**config.mk**
```make
export PLATFORM = sky130hd
export DESIGN_NAME = uiohps_top
export DESIGN_NICKNAME = d
export VERILOG_FILES = /design/src/uiohps_pkg.sv /design/src/uiohps_in_filt.sv /design/src/uiohps_top.sv
export SDC_FILE = /design/constraint.sdc
export NUM_CORES = 1
export LEC_CHECK = 0
export BUFFER_PORTS_ARGS = -buffer_cell sky130_fd_sc_hd__buf_2
export CAP_MARGIN = 10
export CORE_UTILIZATION = 58
export DETAILED_ROUTE_END_ITERATION = 8
export PLACE_DENSITY = 0.86
export RECOVER_POWER = 50
export SKIP_LAST_GASP = 1
export SLEW_MARGIN = 25
export SYNTH_ARGS = -nofsm -noshare
export SYNTH_HDL_FRONTEND = slang
export SYNTH_SLANG_ARGS = --single-unit
```
**constraint.sdc**
```tcl
create_clock -name clk -period 2.6 [get_ports clk]
set_input_delay 0.13 -clock clk [delete_from_list [all_inputs] [get_ports clk]]
set_output_delay 0.13 -clock clk [all_outputs]
set_load 0.01 [all_outputs]
```
**src/uiohps_pkg.sv**
```systemverilog
/*
 * Shared constants, enumerations and carrier structs for the user I/O
 * and host port select block.
 * Assumes a single 50 MHz system clock; the cycle counts below derive from it.
 */
package uiohps_pkg;

    ////////////////////////////////////////////////////////////////////////
    // Clock and timing
    localparam int unsigned CLK_HZ = 50_000_000;
    localparam int unsigned CLK_PERIOD_NS = 20;
    localparam int unsigned MIN_PULSE_MS = 3;
    // Least time, so round up
    localparam int unsigned MIN_PULSE_CYC =
        (MIN_PULSE_MS * 1_000_000 + CLK_PERIOD_NS - 1) / CLK_PERIOD_NS;
    localparam int unsigned RS485_BAUD = 115200;
    localparam int unsigned BAUD_DIV = CLK_HZ / RS485_BAUD;
    localparam int unsigned BAUD_CW = 9;

    ////////////////////////////////////////////////////////////////////////
    // Sizes
    localparam int unsigned N_DIN = 4;
    localparam int unsigned N_DOUT = 8;
    localparam int unsigned N_FN = 8;
    localparam int unsigned N_STV = 16;
    localparam int unsigned N_PORT = 5;
    localparam int unsigned USB_FRONT_BIT = 0;
    localparam int unsigned USB_REAR_BIT = 1;
    localparam logic [N_PORT-1:0] GRANT_RST = 5'h01;

    ////////////////////////////////////////////////////////////////////////
    // Enumerations
    typedef enum logic [2:0] {
        FN_NONE,
        FN_START,
        FN_STOP,
        FN_INPUT_ENABLE,
        FN_INTERLOCK,
        FN_CLEAR,
        FN_LOCK
    } uiohps_fn_e;

    typedef enum logic [3:0] {
        ST_OFF,
        ST_ENABLED,
        ST_STANDBY_OR_FAULT,
        ST_STANDBY,
        ST_FAULT,
        ST_VOLTAGE_REGULATING_STATE,
        ST_CURRENT_REGULATING_STATE,
        ST_POWER_REGULATING_STATE,
        ST_RESISTANCE_REGULATING_STATE,
        ST_LOCKED
    } uiohps_st_e;

    typedef enum logic [2:0] {
        RS485_INDICATION,
        FRONT_USB_INDICATION,
        REAR_USB_INDICATION,
        ETHERNET_INDICATION,
        GPIB_INDICATION
    } uiohps_port_e;

    ////////////////////////////////////////////////////////////////////////
    // Carriers
    typedef struct packed {
        logic processing;
        logic fault_cond;
        logic voltage_regulating_state;
        logic current_regulating_state;
        logic power_regulating_state;
        logic resistance_regulating_state;
    } uiohps_plant_s;

    typedef struct packed {
        logic front_usb_attach;
        logic rear_usb_attach;
        logic eth_cmd;
        logic gpib_cmd;
    } uiohps_host_s;

endpackage

```
**src/uiohps_in_filt.sv**
```systemverilog
/*
 * One digital input: two-stage synchroniser and a persistence filter.
 * Assumes din is asynchronous; lvl follows din only after the new level
 * has held for MIN_CYC consecutive clocks.
 */
module uiohps_in_filt
    import uiohps_pkg::*;
#(
    parameter int unsigned MIN_CYC = MIN_PULSE_CYC
) (
    // Clock and reset
    input wire logic clk,
    input wire logic nrst,
    // Pin and filtered level
    input wire logic din,
    output logic lvl
);

    localparam int unsigned CW = $clog2(MIN_CYC + 1);

    generate
        if (MIN_CYC < 2) begin : g_bad
            $error("MIN_CYC must be at least 2");
        end
    endgenerate

    typedef struct packed {
        logic s1;
        logic s2;
        logic lvl;
        logic [CW-1:0] cnt;
    } uiohps_filt_s;

    uiohps_filt_s q;
    uiohps_filt_s d;

    ////////////////////////////////////////////////////////////////////////
    // Symmetric filter: short lows on an interlock are also ignored
    always_comb begin
        d = q;
        d.s1 = din;
        d.s2 = q.s1;
        if (q.s2 == q.lvl) begin
            d.cnt = '0;
        end else if (q.cnt == CW'(MIN_CYC - 1)) begin // [RQ23]
            d.lvl = q.s2; // [RQ2]
            d.cnt = '0;
        end else begin
            d.cnt = q.cnt + 1'b1;
        end
    end

    always_ff @(posedge clk or negedge nrst) begin
        if (!nrst) begin
            q <= '0;
        end else begin
            q <= d;
        end
    end

    assign lvl = q.lvl;
endmodule

```
**src/uiohps_top.sv**
```systemverilog
/*
 * User I/O and host port select: digital input functions, eight
 * assignable status outputs, and the host command bus arbiter.
 * Assumes din_pin and USB attach are asynchronous pins; all other inputs
 * come from logic on clk.
 */

// How it works
// [RQ1] Stop beats start in the same cycle
// [RQ2] Momentary functions fire on filtered rising edge
// [RQ3] Normally-closed function trips when high goes away
// [RQ4] Present functions active while pin stays high
// [RQ5] Input enable high runs, low stops
// [RQ6] Interlock pin low means interlock trip
// [RQ7] Clear removes fault only once condition gone
// [RQ8] Lock blocks front-panel key presses
// [RQ9] Output pin high while selected state active
// [RQ10] Eight outputs, each picks one of nine states
// [RQ11] Enabled means running and processing power
// [RQ12] Standby-or-fault is OR of both
// [RQ13] Regulation states follow the regulated quantity
// [RQ14] Locked state follows active lock function
// [RQ15] Exactly one port owns bus, always reported
// [RQ16] Front USB, rear USB, Ethernet/GPIB, then RS485
// [RQ17] USB attach takes bus at once
// [RQ18] Ethernet or GPIB command takes bus
// [RQ19] USB regains bus only on reattach or reset
// [RQ20] RS485 owns bus by default, lowest priority
// [RQ21] Indication shows front or rear USB code
// [RQ22] RS485 bit tick at fixed baud rate
// [RQ23] Inputs synchronised, short highs filtered out
module uiohps_top
    import uiohps_pkg::*;
#(
    parameter int unsigned NUM_DIN = N_DIN,
    parameter int unsigned NUM_DOUT = N_DOUT,
    parameter int unsigned MIN_CYC = MIN_PULSE_CYC
) (
    // Clock and reset
    input wire logic clk,
    input wire logic nrst,
    // User I/O pins
    input wire logic [NUM_DIN-1:0] din_pin,
    output logic [NUM_DOUT-1:0] dout_pin,
    // Pin assignment
    input wire uiohps_fn_e [NUM_DIN-1:0] din_fn,
    input wire uiohps_st_e [NUM_DOUT-1:0] dout_sel,
    // Power stage
    input wire uiohps_plant_s plant,
    input wire logic start_cmd,
    input wire logic stop_cmd,
    output logic run_req,
    output logic fault_latched,
    output logic interlock_trip,
    output logic panel_locked,
    // Front panel keys
    input wire logic key_press,
    output logic key_accept,
    // Host ports
    input wire uiohps_host_s host,
    output uiohps_port_e active_port,
    output logic [N_PORT-1:0] port_grant,
    output logic rs485_bit_tick
);

    generate
        if (NUM_DIN < 1 || NUM_DOUT < 1 || MIN_CYC < 2) begin : g_bad
            $error("unsupported parameter values");
        end
    endgenerate

    typedef struct packed {
        logic [NUM_DIN-1:0] din_prev;
        logic [1:0] usb_s1;
        logic [1:0] usb_s2;
        logic [1:0] usb_prev;
        logic run;
        logic fault;
        logic trip;
        logic lock;
        logic key_acc;
        logic [NUM_DOUT-1:0] dout;
        uiohps_port_e owner;
        logic [N_PORT-1:0] grant;
        logic [BAUD_CW-1:0] baud_cnt;
        logic baud_tick;
    } uiohps_state_s;

    uiohps_state_s q;
    uiohps_state_s d;
    logic [NUM_DIN-1:0] din_lvl;
    logic [N_FN-1:0] fn_asg;
    logic [N_FN-1:0] fn_lvl;
    logic [N_FN-1:0] fn_low;
    logic [N_FN-1:0] fn_rise;
    logic [N_STV-1:0] stv;
    logic start_ev;
    logic stop_ev;
    logic flt_set;
    logic f_rise;
    logic r_rise;

    ////////////////////////////////////////////////////////////////////////
    // Input conditioning
    genvar gi;
    generate
        for (gi = 0; gi < NUM_DIN; gi++) begin : g_din
            uiohps_in_filt #(
                .MIN_CYC(MIN_CYC)
            ) u_filt (
                .clk(clk),
                .nrst(nrst),
                .din(din_pin[gi]),
                .lvl(din_lvl[gi]) // [RQ23]
            );
        end
    endgenerate

    ////////////////////////////////////////////////////////////////////////
    // Next state
    always_comb begin
        d = q;
        fn_asg = '0;
        fn_lvl = '0;
        fn_low = '0;
        fn_rise = '0;
        // Several pins on one function are ORed
        for (int i = 0; i < NUM_DIN; i++) begin
            fn_asg[din_fn[i]] = 1'b1;
            if (din_lvl[i]) begin
                fn_lvl[din_fn[i]] = 1'b1; // [RQ4]
            end else begin
                fn_low[din_fn[i]] = 1'b1;
            end
            if (din_lvl[i] && !q.din_prev[i]) begin
                fn_rise[din_fn[i]] = 1'b1; // [RQ2]
            end
        end
        d.din_prev = din_lvl;

        start_ev = start_cmd || fn_rise[FN_START];
        stop_ev = stop_cmd || fn_rise[FN_STOP];
        // Unassigned interlock never trips
        d.trip = fn_low[FN_INTERLOCK]; // [RQ3] [RQ6]

        // Set wins over clear
        flt_set = plant.fault_cond || d.trip;
        if (flt_set) begin
            d.fault = 1'b1;
        end else if (fn_lvl[FN_CLEAR]) begin
            d.fault = 1'b0; // [RQ7]
        end

        if (stop_ev || d.trip || q.fault) begin
            d.run = 1'b0; // [RQ1]
        end else if (fn_asg[FN_INPUT_ENABLE]) begin
            d.run = fn_lvl[FN_INPUT_ENABLE]; // [RQ5]
        end else if (start_ev) begin
            d.run = 1'b1;
        end

        d.lock = fn_lvl[FN_LOCK]; // [RQ4]
        d.key_acc = key_press && !fn_lvl[FN_LOCK]; // [RQ8]

        // Codes past the ninth state read low
        stv = '0;
        stv[ST_ENABLED] = q.run && plant.processing; // [RQ11]
        stv[ST_STANDBY] = !q.run;
        stv[ST_FAULT] = q.fault;
        stv[ST_STANDBY_OR_FAULT] = !q.run || q.fault; // [RQ12]
        stv[ST_VOLTAGE_REGULATING_STATE] = plant.voltage_regulating_state; // [RQ13]
        stv[ST_CURRENT_REGULATING_STATE] = plant.current_regulating_state;
        stv[ST_POWER_REGULATING_STATE] = plant.power_regulating_state;
        stv[ST_RESISTANCE_REGULATING_STATE] = plant.resistance_regulating_state;
        stv[ST_LOCKED] = q.lock; // [RQ14]
        for (int k = 0; k < NUM_DOUT; k++) begin
            d.dout[k] = stv[dout_sel[k]]; // [RQ9] [RQ10]
        end

        // USB attach sync and edge
        d.usb_s1 = {host.rear_usb_attach, host.front_usb_attach};
        d.usb_s2 = q.usb_s1;
        d.usb_prev = q.usb_s2;
        f_rise = q.usb_s2[USB_FRONT_BIT] && !q.usb_prev[USB_FRONT_BIT];
        r_rise = q.usb_s2[USB_REAR_BIT] && !q.usb_prev[USB_REAR_BIT];

        // Same-cycle conflicts resolved by fixed priority, except GPIB keeps the bus over Ethernet while it owns it
        if (f_rise) begin
            d.owner = FRONT_USB_INDICATION; // [RQ16] [RQ17] [RQ21]
        end else if (r_rise) begin
            d.owner = REAR_USB_INDICATION; // [RQ17] [RQ21]
        end else if (host.eth_cmd && !(host.gpib_cmd && q.owner == GPIB_INDICATION)) begin
            d.owner = ETHERNET_INDICATION; // [RQ18]
        end else if (host.gpib_cmd) begin
            d.owner = GPIB_INDICATION; // [RQ18]
        end else begin
            // USB traffic alone never reclaims the bus
            case (q.owner)
                FRONT_USB_INDICATION: begin
                    if (!q.usb_s2[USB_FRONT_BIT]) begin
                        d.owner = RS485_INDICATION; // [RQ19] [RQ20]
                    end
                end
                REAR_USB_INDICATION: begin
                    if (!q.usb_s2[USB_REAR_BIT]) begin
                        d.owner = RS485_INDICATION; // [RQ20]
                    end
                end
                default: begin
                    d.owner = q.owner;
                end
            endcase
        end
        for (int p = 0; p < N_PORT; p++) begin
            d.grant[p] = (d.owner == uiohps_port_e'(p)); // [RQ15]
        end

        // Free-running so a frame can start on any tick
        if (q.baud_cnt == BAUD_CW'(BAUD_DIV - 1)) begin
            d.baud_cnt = '0;
            d.baud_tick = 1'b1; // [RQ22]
        end else begin
            d.baud_cnt = q.baud_cnt + 1'b1;
            d.baud_tick = 1'b0;
        end
    end

    ////////////////////////////////////////////////////////////////////////
    // State register
    always_ff @(posedge clk or negedge nrst) begin
        if (!nrst) begin
            q <= '0;
            q.grant <= GRANT_RST; // [RQ20]
        end else begin
            q <= d;
        end
    end

    assign dout_pin = q.dout;
    assign run_req = q.run;
    assign fault_latched = q.fault;
    assign interlock_trip = q.trip;
    assign panel_locked = q.lock;
    assign key_accept = q.key_acc;
    assign active_port = q.owner;
    assign port_grant = q.grant;
    assign rs485_bit_tick = q.baud_tick;
endmodule

```
# Word level (Yosys, flattened, before mapping)
# Index checks and enable logic that the tools add are counted.
[totals]
reg_bits = 125
inputBits = 63
out_inout_bits = 22
word_cells = 176
[classes]
addsub = 5
n_lt_le_gt_ge = 16
n_eq_ne = 16
mux = 57
bitwise_logic = 16
reduce_logical = 36
[ops]
columns = ["operator", "n"]
rows = [
  ["$mux 18", 8],
  ["$add 18x1->18 const B", 4],
  ["$eq 18x18->1 const B", 4],
  ["$lt 4x5->1 const B", 8],
  ["$bmux 1 s4", 8],
  ["$mux 3", 10],
  ["$mux 7", 4],
  ["$or 7x7->7", 3],
  ["$mux 5", 4],
  ["$mux 1", 17],
  ["$lt 3x4->1 const B", 4],
  ["$or 5x5->5", 3],
  ["$logic_and 1x1->1", 14],
  ["$demux 1 s3", 4],
  ["$ge 3x1->1 const B", 4],
  ["$or 4x4->4", 3],
  ["$mux 10", 1],
  ["$add 9x1->9 const B", 1],
  ["$eq 3x2->1 const B", 3],
  ["$eq 9x9->1 const B", 1],
  ["$logic_not 1->1", 9],
  ["$or 3x3->3", 3],
  ["$reduce_and 2->1", 4],
  ["$eq 3x1->1 const B", 2],
  ["other kinds (8)", 20],
]

# Longest topological paths before layout
[depth]
ltp_word = 15
depth_mapped = 7
depth_no_buf = 5

# Cells and area by module
# Synthesis repeated with hierarchy kept, for this count alone.
[hier_totals]
cells_unflattened = 642
area_unflattened_um2 = 6463.7
[by_module_without_submodules]
columns = ["module", "instances", "cells_each", "area_per_inst_um2", "seq_area_each_um2"]
rows = [
  ["uiohps_in_filt", 4, 99, 1009.7, 525.5],
  ["uiohps_top", 1, 246, 2424.8, 1027.2],
]

# Worst setup path before layout
# Ideal clock, no wire load.
[synth_path]
path_type = "register -> register"
startpoint = "reg g_din[3].u_filt.q[0] (netlist name)"
endpoint = "reg g_din[3].u_filt.q[16] (netlist name)"
setup_ns = 0.078
t_arrival_ns = 1.817
t_required_ns = 2.522
slack_ns = 0.705
stages_incl_launch_ff = 6
n_path_buf = 0
period_less_slack_ns = 1.895
cell_sequence = "dfrtp_1 > ha_1 > nand3_1 > or4_1 > or3_1 > a21oi_1"
[synth_rtl]
columns = ["item", "line", "text"]
rows = [
  ["from (decl)", "uiohps_in_filt.sv:34", "uiohps_filt_s q;"],
  ["from (signal assigned)", "uiohps_in_filt.sv:55", "q <= '0;"],
  ["from (signal assigned)", "uiohps_in_filt.sv:57", "q <= d;"],
]

==> reports/results.ini <==
[run_status]
outcome=completed

[yosys]
synth_mux_area_frac=0.0480
ys_warn_count=0
synth_edf_count=0
synth_compound_area_frac=0.102
syn_area_mm2=0.00636
async_reset_ff_frac=1.00
synth_fp_nets=697
seq_area_frac_synth=0.492
synthCells=628
synth_simple_gate_area_frac=0.230
synth_fa_ha_area_frac=0.0118
synth_xor_area_frac=0.0758
synth_top_family_by_area=simple AND/OR/NAND/NOR gates
synth_cell_type_count=54
syn_avg_cell_area_um2=10.1
synth_flop_cell=dfrtp_1
synth-seq-cells=125

[floorplan]
die_w_um=107
row_count=37
core_mm2=0.0105
start_util=0.608
die_h_um=107
dieArea_mm2=0.0114
boundaryPins=85

[sta]
min_period_ns=2.43
max_slew.worst_pin.slew_ns=1.08
slew_headroom=0.280
hold_viol_final=0
fin_tns_setup_ns=0
setup_viol=0
finalMaxSlewViolations=0
finalWorstSetupSlack_ns=0.174
rsz0062_at_grt=false
clock_skew_ns=0.00902
whs_ns=0.0644
clock.fmax_mhz=412
period_share=0.933

[power]
p_clk_frac=0.513
intPower_mw=3.87
irDropWorstVdd_v=0.000601
p_switching_mw=1.08
switching_share=0.218
combPwrFrac=0.076
power.leakage_nw=3.31
power_density_mw_per_mm2=634
seq_power_share=0.411

[clock_network]
numCtsBuffers=17
cts_num_sinks=125
h-tree-depth=4
clock-root-buffer=clkbuf_8
clk_latency_ns=0.53
cts_tree=yes
max-clock-path-buffers=2
clkTransAtPathRegs_ns=0.06

[grt]
busiest_layer=met2
grt_pass1_vias=5563
grt_max_degree=54
grt_overflow=0
antenna_found_initial=1
grt.met2_usage=0.499
use_met1=0.335
grt_usage=0.288
grt_util_met3=0.0681
grt_pass1_wl_um=25600

[placed_design]
gp_congestion=0.908
place_worst_setup_slack_ns=0.534
placed_area_mm2=0.00686
dp_cells=828
hpwl_um=9780
port_buffers=84

[critical_path]
r2r_start=g_din[3].u_filt.lvl
cp-end-kind=flip-flop
crit_fanout=7
cp_data_arrival_time_ns=2.89
r2r_cells=5
r2r_end=run_req
r2r_setup_slack_ns=0.17
start_kind=flip-flop
required_ns=3.06
path_class=flip-flop to flip-flop

[cells_and_area]
fin_area_mm2=0.00780
layoutNonFillerInstCount=891
nets=810
drive_gt1_frac=0.195
areaGrowthSynthToFinish_pct=22.6

[route]
drc=0
first_iter_violations=603
via_per_inst=6.12
ant_nets=0
first_pass_iters=5
wl_um=15500
wl_per_cell_um=17.4
vias=5453

[hold_path]
min_from=din_fn[2]
whs_endpoint=panel_locked
hold_path_class=input port to flip-flop
holdPathStages=3

[job]
maxCapViolCount=0

==> metrics by stage <==
stage	power, mW	util
4_1_cts	4.97	0.745
5_1_grt	5.09	0.745
2_1_floorplan	2.23	-
3_5_place_dp	2.39	0.655
6_report	4.94	0.745
3_3_place_gp	2.37	0.655
==> power by group through the flow <==
stage | registers [mW] | clock network, mW | logic [mW]
final | 2.03 | 2.54 | 0.376
after global routing | 2.04 | 2.64 | 0.413
after CTS | 2.03 | 2.57 | 0.369
after detailed placement | 2.06 | 0 | 0.323
after global placement | 2.06 | 0 | 0.309
after floorplan | 2.06 | 0 | 0.177
==> cells in the final DEF, fill, tap and decap left out, types with 22 or more instances in the layout <==
master and count:
dfrtp_1 121, nor2_1 77, dlygate4sd3_1 30, a21oi_1 23, xnor2_1 33, nand3_1 24, o21ai_0 40, inv_1 24
buf_2 82, xor2_1 22, nand2_1 28
==> critical path, stage by stage, from the launching register on <==
cell,delay (ns)
dfrtp_2,0.42
nor4b_1,0.07
or4_1,0.57
or4_1,0.56
a211oi_2,0.18
dlygate4sd3_1,0.58
==> sequential cells by signal, indices dropped and copies added, names as in the netlist, 3 cells and up <==
register / flops
g_din.u_filt.q: 76
q: 15
g_din.u_filt.lvl: 4
port_grant: 5
dout_pin: 8
active_port: 3
g_din.u_filt.d: 4
d: 4
==> cells by family after synthesis <==
family	after synthesis
AOI/OAI and AO/OA	104
xor gates and xnor gates	55
adders and majority gates	6
buffers and inverters	52
DFF	125
muxes	20
and+or+nand+nor	266
==> cell usage after synthesis (14+ instances only) <==
library cell	number	share of area
a31oi_1	18	0.018
nand3_1	24	0.019
nor4_1	19	0.019
nor2_1	77	0.045
xor2_1	22	0.030
dfrtp_1	124	0.49
o21ai_0	40	0.031
a21oi_1	23	0.018
nand3b_1	14	0.017
inv_1	24	0.014
xnor2_1	33	0.045
nand4_1	18	0.018
or3_1	18	0.018
nand2_1	28	0.017
buf_4	16	0.019
==> worst max-delay path by stage <==
| stage | end | start | slack (ns) | cells past startpoint |
|---|---|---|---|---|
| detailed placement | g_din[3].u_filt.q[16] | g_din[3].u_filt.q[0] | 0.53 | 5 |
| finish | run_req | g_din[3].u_filt.lvl | 0.17 | 5 |
| global placement | g_din[3].u_filt.q[16] | g_din[3].u_filt.q[0] | 0.63 | 5 |
| CTS | run_req | g_din[3].u_filt.lvl | 0.19 | 5 |
| floorplan | g_din[3].u_filt.q[16] | g_din[3].u_filt.q[0] | 0.71 | 5 |
| global route | run_req | g_din[3].u_filt.lvl | 0.07 | 5 |
==> routing by layer <==
| metal | routed length [um] | share of wire |
|---|---|---|
| met1 | 6070 | 0.39 |
| met2 | 8030 | 0.52 |
| met4 | 491 | 0.032 |
| met3 | 953 | 0.061 |
| met5 | 0 | 0 |
==> repair_timing <==
action	CTS	global route
setup buffers	0	0
hold buffers	30	0
endpoints found under the setup margin	0	1
endpoints found under the hold margin	60	0
resized for setup	0	4
==> final cells by class <==
type	instances	area (um2)
timing repair buffer	122	790
fill	661	2660
clock inverter	12	191
tap	136	170
antenna	1	2.50
sequential	125	3130
inverter	24	90.1
clock buffer	20	445
multi-input combinational	451	2980
Power figures use the tool's default switching activity.
